**src/hw/pca_regs.svh**
```systemverilog
`ifndef CCA_REGS_SVH
`define CCA_REGS_SVH

// Register map, one byte per address.
`define ADDR_CTRL       8'h00
`define ADDR_CNT_L      8'h01
`define ADDR_CNT_H      8'h02
`define ADDR_IRQ_STAT   8'h03
`define ADDR_IRQ_MASK   8'h04
`define ADDR_GUARD_KICK 8'h05
`define ADDR_CCM_BASE   8'h10
`define CCM_OFS_CFG     2'h0
`define CCM_OFS_CMP_L   2'h1
`define CCM_OFS_CMP_H   2'h2

// Control register fields.
`define CTRL_SEL_LSB 0
`define CTRL_SEL_MSB 2
`define CTRL_RUN_BIT 3

// Status and mask layout: bits 4..0 module events, bit 5 counter wrap.
`define STAT_WRAP_BIT 5

// Reset values.
`define CTRL_RST      8'h00
`define CFG_RST       8'h00
`define GUARD_CFG_RST 8'h07
`define CMP_RST       16'h0000
`define GUARD_CMP_RST 16'hFF00

// Prescaler divisors.
`define DIV_SYS_SLOW 12
`define DIV_SYS_FAST 4
`define DIV_EXT_OSC  8
`endif

```
**src/hw/pca_pkg.sv**
```systemverilog
`default_nettype none
package cca_pkg;

   typedef enum logic [2:0] {
      SRC_SYS_DIV12,
      SRC_SYS_DIV4,
      SRC_TIMER0,
      SRC_EXT_COUNT,
      SRC_SYS,
      SRC_EXT_OSC_DIV8
   } clk_src_t;

   typedef enum logic [2:0] {
      MODE_OFF,
      MODE_CAPTURE,
      MODE_SW_TIMER,
      MODE_HS_OUTPUT,
      MODE_PWM8,
      MODE_PWM16,
      MODE_FREQ_OUT,
      MODE_GUARD
   } mode_t;

   typedef struct packed {
      logic [2:0] spare;
      logic       cap_fall;
      logic       cap_rise;
      mode_t      mode;
   } ccm_cfg_t;

endpackage
`default_nettype wire

```
**src/hw/tick_div.sv**
```systemverilog
`timescale 1ns/10ps
`default_nettype none
module tick_div #(
   parameter int DIV = 4
) (
   // Clock and reset
   input  wire logic i_clk,
   input  wire logic i_sys_rst,
   // Count enable and tick out
   input  wire logic i_en,
   output logic      o_tick
);
   localparam int CW = $clog2(DIV);
   localparam logic [CW-1:0] LAST = CW'(DIV - 1);

   logic [CW-1:0] cnt_r;

   assign o_tick = i_en && (cnt_r == LAST);

   always_ff @(posedge i_clk) begin
      if (i_sys_rst || o_tick) begin
         cnt_r <= '0;
      end else if (i_en) begin
         cnt_r <= cnt_r + CW'(1);
      end
   end
endmodule // tick_div
`default_nettype wire

```
**src/hw/edge_detect.sv**
```systemverilog
`timescale 1ns/10ps
`default_nettype none
module edge_detect (
   // Clock and reset
   input  wire logic i_clk,
   input  wire logic i_sys_rst,
   // Level in, edge pulses out
   input  wire logic i_level,
   output logic      o_rise,
   output logic      o_fall
);
   logic prev_r;

   assign o_rise = i_level && !prev_r;
   assign o_fall = !i_level && prev_r;

   always_ff @(posedge i_clk) begin
      // Tracking the pin during reset keeps a pin that idles high from
      // showing a false edge right after release.
      if (i_sys_rst) begin
         prev_r <= i_level;
      end else begin
         prev_r <= i_level;
      end
   end
endmodule // edge_detect
`default_nettype wire

```
**src/hw/programmable_counter_array.sv**
```systemverilog
// Added by the designer: the plain strobed port and the address map.
`timescale 1ns/10ps
`default_nettype none
`include "pca_regs.svh"
module programmable_counter_array
   import cca_pkg::*;
#(
   parameter int NUM_CCM   = 5,
   parameter int GUARD_IDX = 4
) (
   // Clock and reset
   input  wire logic               i_clk,
   input  wire logic               i_sys_rst,
   // Register port
   input  wire logic [7:0]         i_addr,
   input  wire logic [7:0]         i_wr_data,
   input  wire logic               i_wr_stb,
   input  wire logic               i_rd_stb,
   output logic      [7:0]         o_rd_data,
   // Debug halt from the core
   input  wire logic               i_dbg_halt,
   // Time-base clock sources
   input  wire logic               i_timer0_ovf,
   input  wire logic               i_ext_count_in,
   input  wire logic               i_ext_osc,
   // Crossbar-facing module I/O
   input  wire logic [NUM_CCM-1:0] i_ccm_in,
   output logic      [NUM_CCM-1:0] o_ccm_out,
   output logic      [NUM_CCM-1:0] o_ccm_oe,
   // Interrupt and guard timeout
   output logic                    o_irq,
   output logic                    o_guard_timeout
);
   localparam int SW = NUM_CCM + 1;
   localparam int IW = $clog2(NUM_CCM);

   // Register state.
   logic [7:0]         ctrl_r;
   logic [15:0]        cnt_r;
   logic [15:0]        cnt_nxt;
   logic [SW-1:0]      stat_r;
   logic [SW-1:0]      stat_nxt;
   logic [SW-1:0]      mask_r;
   logic [7:0]         cfg_r [NUM_CCM];
   logic [15:0]        cmp_r [NUM_CCM];
   logic [15:0]        cmp_nxt [NUM_CCM];
   logic [NUM_CCM-1:0] out_r;
   logic [NUM_CCM-1:0] out_nxt;
   logic [NUM_CCM-1:0] oe_r;
   logic [NUM_CCM-1:0] oe_nxt;
   logic [NUM_CCM-1:0] evt;
   logic [NUM_CCM-1:0] match;
   logic [7:0]         rd_r;
   logic               irq_r;
   logic               timeout_r;

   // Address decode.
   wire logic [7:0]    ccm_rel  = i_addr - `ADDR_CCM_BASE;
   wire logic          ccm_hit  = (i_addr >= `ADDR_CCM_BASE)
                                  && (int'(ccm_rel[7:2]) < NUM_CCM);
   wire logic [IW-1:0] ccm_idx  = ccm_rel[IW+1:2];
   wire logic [1:0]    ccm_ofs  = ccm_rel[1:0];
   wire logic          ccm_wr   = i_wr_stb && ccm_hit;
   wire logic          wr_ctrl  = i_wr_stb && (i_addr == `ADDR_CTRL);
   wire logic          wr_cnt_l = i_wr_stb && (i_addr == `ADDR_CNT_L);
   wire logic          wr_cnt_h = i_wr_stb && (i_addr == `ADDR_CNT_H);
   wire logic          wr_stat  = i_wr_stb && (i_addr == `ADDR_IRQ_STAT);
   wire logic          wr_mask  = i_wr_stb && (i_addr == `ADDR_IRQ_MASK);
   wire logic          wr_kick  = i_wr_stb && (i_addr == `ADDR_GUARD_KICK);

   // Guard state.
   wire ccm_cfg_t guard_cfg = ccm_cfg_t'(cfg_r[GUARD_IDX]);
   wire logic     guard_on  = (guard_cfg.mode == MODE_GUARD);

   // Time-base clock selection. Every prescaler freezes under debug halt so the
   // phase of the divided clocks is kept across a breakpoint.
   wire logic     run_en   = ctrl_r[`CTRL_RUN_BIT] || guard_on;
   wire logic     live     = run_en && !i_dbg_halt;
   wire clk_src_t src_sel  = clk_src_t'(ctrl_r[`CTRL_SEL_MSB:`CTRL_SEL_LSB]);
   logic          tick_div12;
   logic          tick_div4;
   logic          tick_osc8;
   logic          ext_cnt_rise;
   logic          ext_osc_rise;

   tick_div #(
      .DIV (`DIV_SYS_SLOW)
   ) u_div12 (
      .i_clk     (i_clk),
      .i_sys_rst (i_sys_rst),
      .i_en      (live),
      .o_tick    (tick_div12)
   );

   tick_div #(
      .DIV (`DIV_SYS_FAST)
   ) u_div4 (
      .i_clk     (i_clk),
      .i_sys_rst (i_sys_rst),
      .i_en      (live),
      .o_tick    (tick_div4)
   );

   // The oscillator input is sampled on the system clock, so it must run below
   // half the system rate to be counted faithfully.
   edge_detect u_osc_edge (
      .i_clk     (i_clk),
      .i_sys_rst (i_sys_rst),
      .i_level   (i_ext_osc),
      .o_rise    (ext_osc_rise),
      .o_fall    ()
   );

   tick_div #(
      .DIV (`DIV_EXT_OSC)
   ) u_osc8 (
      .i_clk     (i_clk),
      .i_sys_rst (i_sys_rst),
      .i_en      (live && ext_osc_rise),
      .o_tick    (tick_osc8)
   );

   edge_detect u_cnt_edge (
      .i_clk     (i_clk),
      .i_sys_rst (i_sys_rst),
      .i_level   (i_ext_count_in),
      .o_rise    (ext_cnt_rise),
      .o_fall    ()
   );

   wire logic src_tick =
      (src_sel == SRC_SYS_DIV12)    ? tick_div12   :
      (src_sel == SRC_SYS_DIV4)     ? tick_div4    :
      (src_sel == SRC_TIMER0)       ? i_timer0_ovf :
      (src_sel == SRC_EXT_COUNT)    ? ext_cnt_rise :
      (src_sel == SRC_SYS)          ? 1'b1         :
      (src_sel == SRC_EXT_OSC_DIV8) ? tick_osc8    : 1'b0;

   wire logic tick = live && src_tick;

   // Time base: one step per tick, natural 16-bit wrap, software may load it.
   wire logic [15:0] cnt_inc = cnt_r + 16'h0001;
   wire logic        wrap    = tick && (cnt_r == 16'hFFFF);

   always_comb begin
      cnt_nxt = tick ? cnt_inc : cnt_r;
      if (wr_cnt_l) begin
         cnt_nxt[7:0] = i_wr_data;
      end
      if (wr_cnt_h) begin
         cnt_nxt[15:8] = i_wr_data;
      end
   end

   // Capture/compare modules.
   for (genvar n = 0; n < NUM_CCM; n++) begin : g_ccm
      ccm_cfg_t   cfg;
      logic       in_rise;
      logic       in_fall;
      logic       cap_hit;
      logic       wr_me;
      logic       is_guard;

      assign cfg      = ccm_cfg_t'(cfg_r[n]);
      assign wr_me    = ccm_wr && (ccm_idx == IW'(n));
      assign is_guard = (n == GUARD_IDX);
      assign match[n] = tick && (cnt_r == cmp_r[n]);
      assign cap_hit  = !i_dbg_halt
                        && ((cfg.cap_rise && in_rise) || (cfg.cap_fall && in_fall));

      edge_detect u_in_edge (
         .i_clk     (i_clk),
         .i_sys_rst (i_sys_rst),
         .i_level   (i_ccm_in[n]),
         .o_rise    (in_rise),
         .o_fall    (in_fall)
      );

      always_comb begin
         cmp_nxt[n] = cmp_r[n];
         out_nxt[n] = out_r[n];
         oe_nxt[n]  = 1'b0;
         evt[n]     = 1'b0;
         case (cfg.mode)
            MODE_CAPTURE: begin
               if (cap_hit) begin
                  cmp_nxt[n] = cnt_r;
                  evt[n]     = 1'b1;
               end
            end
            MODE_SW_TIMER: begin
               evt[n] = match[n];
            end
            MODE_HS_OUTPUT: begin
               oe_nxt[n] = 1'b1;
               if (match[n]) begin
                  out_nxt[n] = !out_r[n];
                  evt[n]     = 1'b1;
               end
            end
            MODE_PWM8: begin
               oe_nxt[n] = 1'b1;
               if (tick) begin
                  out_nxt[n] = (cnt_inc[7:0] < cmp_r[n][15:8]);
               end
               evt[n] = tick && (cnt_r[7:0] == 8'hFF);
            end
            MODE_PWM16: begin
               oe_nxt[n] = 1'b1;
               if (tick) begin
                  out_nxt[n] = (cnt_inc < cmp_r[n]);
               end
               evt[n] = wrap;
            end
            MODE_FREQ_OUT: begin
               // Low byte is the next toggle point, high byte the half period.
               oe_nxt[n] = 1'b1;
               if (tick && (cnt_r[7:0] == cmp_r[n][7:0])) begin
                  out_nxt[n]       = !out_r[n];
                  cmp_nxt[n][7:0]  = cmp_r[n][7:0] + cmp_r[n][15:8];
               end
            end
            default: begin
            end
         endcase
         if (wr_me && (ccm_ofs == `CCM_OFS_CMP_L)) begin
            cmp_nxt[n][7:0] = i_wr_data;
         end
         if (wr_me && (ccm_ofs == `CCM_OFS_CMP_H)) begin
            cmp_nxt[n][15:8] = i_wr_data;
         end
         // A kick pushes the deadline one window past the present count.
         if (is_guard && guard_on && wr_kick) begin
            cmp_nxt[n] = cnt_r + {i_wr_data, 8'h00};
         end
      end

      always_ff @(posedge i_clk) begin
         if (i_sys_rst) begin
            cfg_r[n] <= is_guard ? `GUARD_CFG_RST : `CFG_RST;
            cmp_r[n] <= is_guard ? `GUARD_CMP_RST : `CMP_RST;
            out_r[n] <= 1'b0;
            oe_r[n]  <= 1'b0;
         end else begin
            if (wr_me && (ccm_ofs == `CCM_OFS_CFG)) begin
               cfg_r[n] <= i_wr_data;
            end
            cmp_r[n] <= cmp_nxt[n];
            out_r[n] <= out_nxt[n];
            oe_r[n]  <= oe_nxt[n];
         end
      end
   end

   // Interrupt status: a fresh event wins over a write-one-to-clear.
   wire logic [SW-1:0] stat_set = {wrap, evt};
   wire logic [SW-1:0] stat_clr = wr_stat ? i_wr_data[SW-1:0] : '0;

   assign stat_nxt = (stat_r & ~stat_clr) | stat_set;

   // Read mux.
   wire logic [7:0] ccm_rd =
      (ccm_ofs == `CCM_OFS_CFG)   ? cfg_r[ccm_idx]        :
      (ccm_ofs == `CCM_OFS_CMP_L) ? cmp_r[ccm_idx][7:0]   :
      (ccm_ofs == `CCM_OFS_CMP_H) ? cmp_r[ccm_idx][15:8]  : 8'h00;

   wire logic [7:0] rd_mux =
      ccm_hit                         ? ccm_rd                    :
      (i_addr == `ADDR_CTRL)          ? ctrl_r                    :
      (i_addr == `ADDR_CNT_L)         ? cnt_r[7:0]                :
      (i_addr == `ADDR_CNT_H)         ? cnt_r[15:8]               :
      (i_addr == `ADDR_IRQ_STAT)      ? 8'(stat_r)                :
      (i_addr == `ADDR_IRQ_MASK)      ? 8'(mask_r)                :
      (i_addr == `ADDR_GUARD_KICK)    ? {7'h00, timeout_r}        : 8'h00;

   // Guard timeout is sticky until the system reset it requests.
   wire logic guard_fire = guard_on && match[GUARD_IDX];

   always_ff @(posedge i_clk) begin
      if (i_sys_rst) begin
         ctrl_r    <= `CTRL_RST;
         cnt_r     <= 16'h0000;
         stat_r    <= '0;
         mask_r    <= '0;
         rd_r      <= 8'h00;
         irq_r     <= 1'b0;
         timeout_r <= 1'b0;
      end else begin
         if (wr_ctrl) begin
            ctrl_r <= i_wr_data;
         end
         if (wr_mask) begin
            mask_r <= i_wr_data[SW-1:0];
         end
         cnt_r     <= cnt_nxt;
         stat_r    <= stat_nxt;
         rd_r      <= i_rd_stb ? rd_mux : 8'h00;
         irq_r     <= |(stat_nxt & (wr_mask ? i_wr_data[SW-1:0] : mask_r));
         timeout_r <= timeout_r || guard_fire;
      end
   end

   assign o_rd_data       = rd_r;
   assign o_ccm_out       = out_r;
   assign o_ccm_oe        = oe_r;
   assign o_irq           = irq_r;
   assign o_guard_timeout = timeout_r;

endmodule // programmable_counter_array
`default_nettype wire

```
**config.mk**
```make
export PLATFORM = sky130hd
export DESIGN_NAME = programmable_counter_array
export DESIGN_NICKNAME = d
export VERILOG_FILES = /design/src/hw/pca_pkg.sv /design/src/hw/tick_div.sv /design/src/hw/edge_detect.sv /design/src/hw/programmable_counter_array.sv
export VERILOG_INCLUDE_DIRS = /design/src /design/src/hw
export SDC_FILE = /design/constraint.sdc
export NUM_CORES = 1
export LEC_CHECK = 0
export BUFFER_PORTS_ARGS = -buffer_cell sky130_fd_sc_hd__buf_4
export CORE_MARGIN = 1.5
export CORE_UTILIZATION = 60
export DETAILED_ROUTE_END_ITERATION = 10
export PLACE_DENSITY_LB_ADDON = 0.15
export SLEW_MARGIN = 20
export SYNTH_ARGS = -nofsm -noshare
export SYNTH_HDL_FRONTEND = slang
export SYNTH_SLANG_ARGS = --single-unit
```
**constraint.sdc**
```tcl
create_clock -name i_clk -period 9.5 [get_ports i_clk]
set_clock_uncertainty 0.2 [all_clocks]
set_input_delay 0.475 -clock i_clk [delete_from_list [all_inputs] [get_ports i_clk]]
set_output_delay 0.475 -clock i_clk [all_outputs]
set_load 0.02 [all_outputs]
```
==> metrics.cfg, run 1 <==
[clock_tree]
clock-sinks=192
cts_tree=done
cts_inserted_buffers=17
insertion_delay_ns=0.47
htreeDepth=4
cts_buffer_depth=2
cts_resized=0
path_clk_slew_ns=0.09
ctsRootBufferMaster=clkbuf_16

[synth]
syn_avg_cell_area_um2=8.585
synth_cells=1845
synth_top_cell_area_share_pct=19.21
ys.flop_type=dfxtp_1
synthTopCellsByArea=dfxtp_1, ha_1, edfxtp_1
synth_seq_cells=192
yosys_warnings=0
synth_edf_count=40
synth.distinct_cells=92
syn_area_um2=15840
yosys.area.top_type=dfxtp_1
synth_nets=2044
async_flop_share_pct=0
synth-seq-area-share_pct=26.79

[timing]
fin_crit_ns=4.989
hold_viol_final=0
fin_crit_sh_pct=52.52
worstMarginPinSlew_ns=1.151
maxSlewHeadroom_pct=23.17
fmax_mhz=200.4
grt_setup_unrepaired=false
setup_viol=0
slew_violations=0
timing.setup.tns_ns=0

[worst_setup_path]
rr_startpoint=cnt_r[2]
worst-path-buf-inv=0
critical_path_class=flip-flop to flip-flop
critPathLaunchType=flip-flop
cpMostUsedCell=o21ai_0
timing.critical_path.slowest_cell_delay_ns=1.01
path_delay_family=simple AND/OR/NAND/NOR gates
cp.required_ns=9.66
crit_chain=and3_1 -> and3_4 -> nand2_1 -> nor2_1 -> nand3_1 -> xnor2_1 -> ha_1 -> a21oi_1 -> o21ai_0 -> or4b_2 -> a211oi_1 -> o21ai_0 -> a311oi_1
cp.arrival_ns=5.15
startpoint=cnt_r[2]
worst_setup_path_end_kind=flip-flop
worst-path-max-fanout=15
cpMaxStageDelayCell=dfxtp_1

[die]
rows=59
dieArea_um2=27380
die_y_um=165.5
die_w_um=165.5
io_pins=49
design.core.area_um2=25980
start_util_pct=60.96

[drt]
vias=14840
via_per_inst=6.852
ant_nets=0
drt_pre_antenna_iters=8
drc=0
drt_iter0_markers=2136
avgRoutedWirePerCell_um=27.17
drt-total-wl_mm=58.84

[global_route]
overflow=0
grt_pass1_wl_mm=86.36
grt_use_total_pct=43.36
grt_pass1_vias=13770
antenna_found_initial=1
grt_max_degree=80

[finish]
stdcell_count=2166
area_delta_synth_final_pct=6.785
final_cell_area_um2=16920
final_nets=2015
drive_above_1_share_pct=9.131
nFillCells=2209

[power_and_ir_drop]
power_density_nw_per_um2=112.8
peakVddDrop_mv=0.1301
power_leakage_nw=6.915
power_w=0.001909

[placement]
gp_congestion=1.032
dp_cells=2125
io_buffer_count=48
postPlaceCellArea_um2=16180
place_hpwl_mm=41.36

[job]
cap_violations=0

[outcome]
status=finished, final reports clean

[min_path]
hold_class=input pin to flip-flop
min_from=i_sys_rst

[Yosys cell counts (all sizes together), types with 5 or more instances]
| master | instances |
|---|---|
| o21ai | 63 |
| nand3b | 11 |
| a41oi | 7 |
| or2 | 7 |
| a222oi | 7 |
| a2111oi | 8 |
| edfxtp | 40 |
| o211ai | 38 |
| xor2 | 83 |
| nor4 | 13 |
| a211o | 5 |
| and2 | 36 |
| nand4 | 22 |
| xnor2 | 65 |
| nor3b | 5 |
| nand2b | 26 |
| mux2i | 62 |
| nor3 | 38 |
| buf | 62 |
| nand3 | 23 |
| ha | 164 |
| o311ai | 5 |
| nor2 | 205 |
| and4 | 5 |
| a22o | 8 |
| mux4 | 27 |
| o21a | 8 |
| a211oi | 65 |
| a221oi | 9 |
| nand2 | 131 |
| or3 | 5 |
| and3 | 11 |
| a21oi | 118 |
| clkbuf | 61 |
| dfxtp | 152 |
| fa | 6 |
| nor2b | 34 |
| inv | 102 |
| o21bai | 6 |
| a311oi | 6 |
| o22ai | 8 |
| a21o | 27 |
[report_power, final]
| part | internal (W) | leakage, nW | switching [W] |
|---|---|---|---|
| clock network | 0.000385 | 0.320 | 0.000465 |
| logic | 0.0000643 | 4.98 | 0.000126 |
| registers | 0.000847 | 1.61 | 0.0000214 |
[layout by cell type (no fill, tap or decap), types with 27 or more instances in the layout]
cell	synthesis	layout
a211oi_1	65	65
nor3_1	32	32
nor2_1	201	201
mux2i_1	62	62
edfxtp_1	40	40
xnor2_1	65	65
o21ai_0	60	60
nand2_1	130	130
ha_1	164	164
dfxtp_1	152	152
buf_4	5	68
o211ai_1	36	36
a21oi_1	116	116
a21o_1	27	27
inv_1	102	102
nor2b_1	34	34
xor2_1	82	78
and2_1	35	35
[kinds of logic (layout without fill, tap and decap cells)]
family | after synthesis | count (layout) | synth area share [%]
AOI/OAI and AO/OA | 429 | 429 | 18.59
adders and majority gates | 170 | 170 | 13.71
and+or+nand+nor | 586 | 586 | 18.24
muxes | 93 | 93 | 8.065
buffers and inverters | 227 | 211 | 6.374
xor gates and xnor gates | 148 | 148 | 8.231
other | 0 | 2 | 0
DFF | 192 | 192 | 26.79
[state kept, by name, indices dropped and copies added (netlist names), 6 cells and up]
register   cells
cfg_r         40
cmp_r         80
cnt_r         16
ctrl_r         8
mask_r         6
o_rd_data      8
stat_r         6
[per-layer routing]
metal	up-vias	global-route usage [%]	share of wire [%]
met5	-	0	0
met4	0	24.59	6.2
li1	6576	-	-
met3	227	9.890	12
met2	1014	63.45	42
met1	7025	58.61	40
[path summary, 6_finish.rpt]
kind	endpoint	slack [ns]	cells past startpoint
worst max register to register	o_ccm_out[2]	4.51	13
worst min-delay path	o_ccm_oe[4]	0.21	2
worst max-delay path	o_ccm_out[2]	4.51	13
worst min register to register	ctrl_r[4]	0.31	2
[worst register-to-register path, stage by stage, from the launching register on]
cell      delay [ns]
dfxtp_1         1.01
and3_1          0.38
and3_4          0.24
nand2_1         0.17
nor2_1          0.29
nand3_1         0.14
xnor2_1         0.65
ha_1            0.39
a21oi_1         0.13
o21ai_0         0.08
or4b_2          0.64
a211oi_1        0.24
o21ai_0         0.11
a311oi_1        0.22
[layout make-up]
class / instances / area (um2) / area share, %
Clock buffer: 17 / 425.4 / 2.515
Clock inverter: 15 / 234.0 / 1.383
Sequential cell: 192 / 4244 / 25.09
Multi-Input combinational cell: 1426 / 10620 / 62.76
Inverter: 104 / 390.4 / 2.308
Tap cell: 335 / 419.2 / 2.478
Antenna cell: 2 / 5.005 / 0.02959
Timing Repair Buffer: 75 / 580.6 / 3.432
[per-stage QoR]
step / worst slack (ns) / util (%) / hold WS (ns)
after floorplan: 5.732 / - / 0.2548
after global placement: 4.840 / 62.27 / 0.2676
after detailed placement: 4.636 / 62.27 / 0.2886
final: 4.511 / 65.10 / 0.2112
after CTS: 4.609 / 65.08 / 0.2171
after global routing: 4.309 / 65.08 / 0.2426
[timing repair]
action / CTS / global route
hold endpoints to repair: 7 / 0
hold buffers: 7 / 0
buffers inserted: 0 / 0
Power figures use the tool's default switching activity.
==> run 2, diff against run 1 <==
- CORE_UTILIZATION: 60 -> 58
- clock period: 9.5 -> 4.4 ns (I/O delays scaled with it)
==> run 2 against run 1 <==
Net effect: count of clock-buffer cells in the layout did not move; maximum frequency up 25%; non-clock buffer count is 26 higher; cell count increased by 1.4%; die area is 3.4% higher; critical path type unchanged; largest cell class unchanged.
==> metrics.cfg, run 2 (synthesis results as in run 1) <==
[placement]
gp_congestion=1.020
io_buffer_count=48
dp_cells=2151
postPlaceCellArea_um2=16320
place_hpwl_mm=41.96

[clock_tree]
htreeDepth=4
clock-sinks=192
insertion_delay_ns=0.48
cts_inserted_buffers=17
ctsRootBufferMaster=clkbuf_16
path_clk_slew_ns=0.10
cts_buffer_depth=2
cts_resized=0
cts_tree=done

[power_and_ir_drop]
switchingPower_w=0.001257
swShare_pct=31.13
power_frac_comb_pct=10.3
peakVddDrop_mv=0.2529
seqPwrFrac_pct=46.4
power_density_nw_per_um2=236.0
power_leakage_nw=7.051
p_int_w=0.002781
p_clk_share_pct=43.3

[worst_setup_path]
cp.required_ns=4.60
critPathLaunchType=flip-flop
rr_startpoint=cnt_r[1]
cp.arrival_ns=4.19
worst-path-max-fanout=6
worst_setup_path_end_kind=flip-flop
critical_path_class=flip-flop to flip-flop
startpoint=cnt_r[1]
r2r_cells=12

[finish]
largest_reg_flops=80
top_register=cmp_r
drive_above_1_share_pct=9.865
final_util_pct=63.65
final_nets=2041
area_delta_synth_final_pct=8.002
final_cell_mix=nor2_1, ha_1, dfxtp_1
reg.largest.list=cmp_r x80, cfg_r x40, cnt_r x16
final_common_cell=nor2_1
num_antenna_cells=0
stdcell_count=2196
final_cell_area_um2=17110
nFillCells=2353

[drt]
drt_iter0_markers=1781
ant_nets=0
drc=0
vias=14810
avgRoutedWirePerCell_um=26.33
via_per_inst=6.744
drt_pre_antenna_iters=7
drt-total-wl_mm=57.82

[timing]
maxSlewHeadroom_pct=38.98
fmax_mhz=250.5
fin_crit_sh_pct=90.73
fin_crit_ns=3.992
worstMarginPinSlew_ns=0.9153
hold_viol_final=0
slew_violations=0
timing.setup.tns_ns=0
setup_viol=0
grt_setup_unrepaired=false

[global_route]
grt_pass1_wl_mm=87.00
grt_max_degree=81
grt_pass1_vias=14170
antenna_found_initial=1
overflow=0
grt_use_total_pct=41.26

[die]
die_w_um=168.3
start_util_pct=58.94
die_y_um=168.3
design.core.area_um2=26880
io_pins=49
dieArea_um2=28310
rows=60

[min_path]
min_from=i_wr_data[2]
hold_class=input pin to flip-flop
hold_path_depth=3

[outcome]
status=finished, final reports clean

[job]
cap_violations=0

-- run 2: routing by layer --
metal	wire, um	global-route usage, %
met2	24690	63.18
met5	17	0
met4	3445	21.89
met1	23100	54.51
met3	6567	9.027
-- run 2: power by group through the flow --
stage,clock [W],combinational (W),sequential (W)
after floorplan,0,0.000262,0.00189
after global placement,0,0.000387,0.00191
after detailed placement,0,0.000391,0.00191
after CTS,0.00175,0.000402,0.00187
after global routing,0.00180,0.000437,0.00188
final,0.00175,0.000415,0.00187
-- run 2: layout make-up --
cell class                      instances  area (um2)  share of cell area (%)
Clock inverter                         15       231.5                   1.353
Multi-Input combinational cell       1426       10590                   61.88
Clock buffer                           17       425.4                   2.487
Timing Repair Buffer                  101       803.3                   4.695
Inverter                              104       390.4                   2.282
Tap cell                              341       426.7                   2.494
Sequential cell                       192        4244                   24.81
-- run 2: path summary, 6_finish.rpt --
check,endpoint,slack (ns)
setup / recovery,o_ccm_out[4],0.41
setup reg to reg,o_ccm_out[4],0.41
hold / removal,cmp_r[2][2],0.03
hold reg to reg,o_ccm_out[0],0.30
-- run 2: what timing repair did --
| item | in CTS | in global routing |
|---|---|---|
| buffers inserted | 0 | 0 |
| hold buffers | 13 | 0 |
| endpoints found under the setup margin | 0 | 0 |
| endpoints found under the hold margin | 34 | 0 |
-- run 2: per-stage QoR --
stage          setup slack [ns]  power [W]  hold WS, ns
2_1_floorplan            0.6319   0.002152      0.04772
3_3_place_gp             0.5485   0.002297       0.1349
3_5_place_dp             0.4719   0.002302       0.1364
4_1_cts                  0.4407   0.004021     0.008247
5_1_grt                  0.1145   0.004113      0.03769
6_report                 0.4080   0.004038      0.03007
-- run 2: critical path, cell delays in order (launching register included) --
cell       delay (ns)
dfxtp_1          0.49
ha_1             0.26
and3_1           0.23
and3_4           0.24
nand2_1          0.14
nor2_1           0.30
xor2_1           0.29
ha_1             0.30
a2111oi_0        0.60
o211ai_1         0.18
a2111oi_0        0.41
a2111oi_0        0.13
o21ai_1          0.15
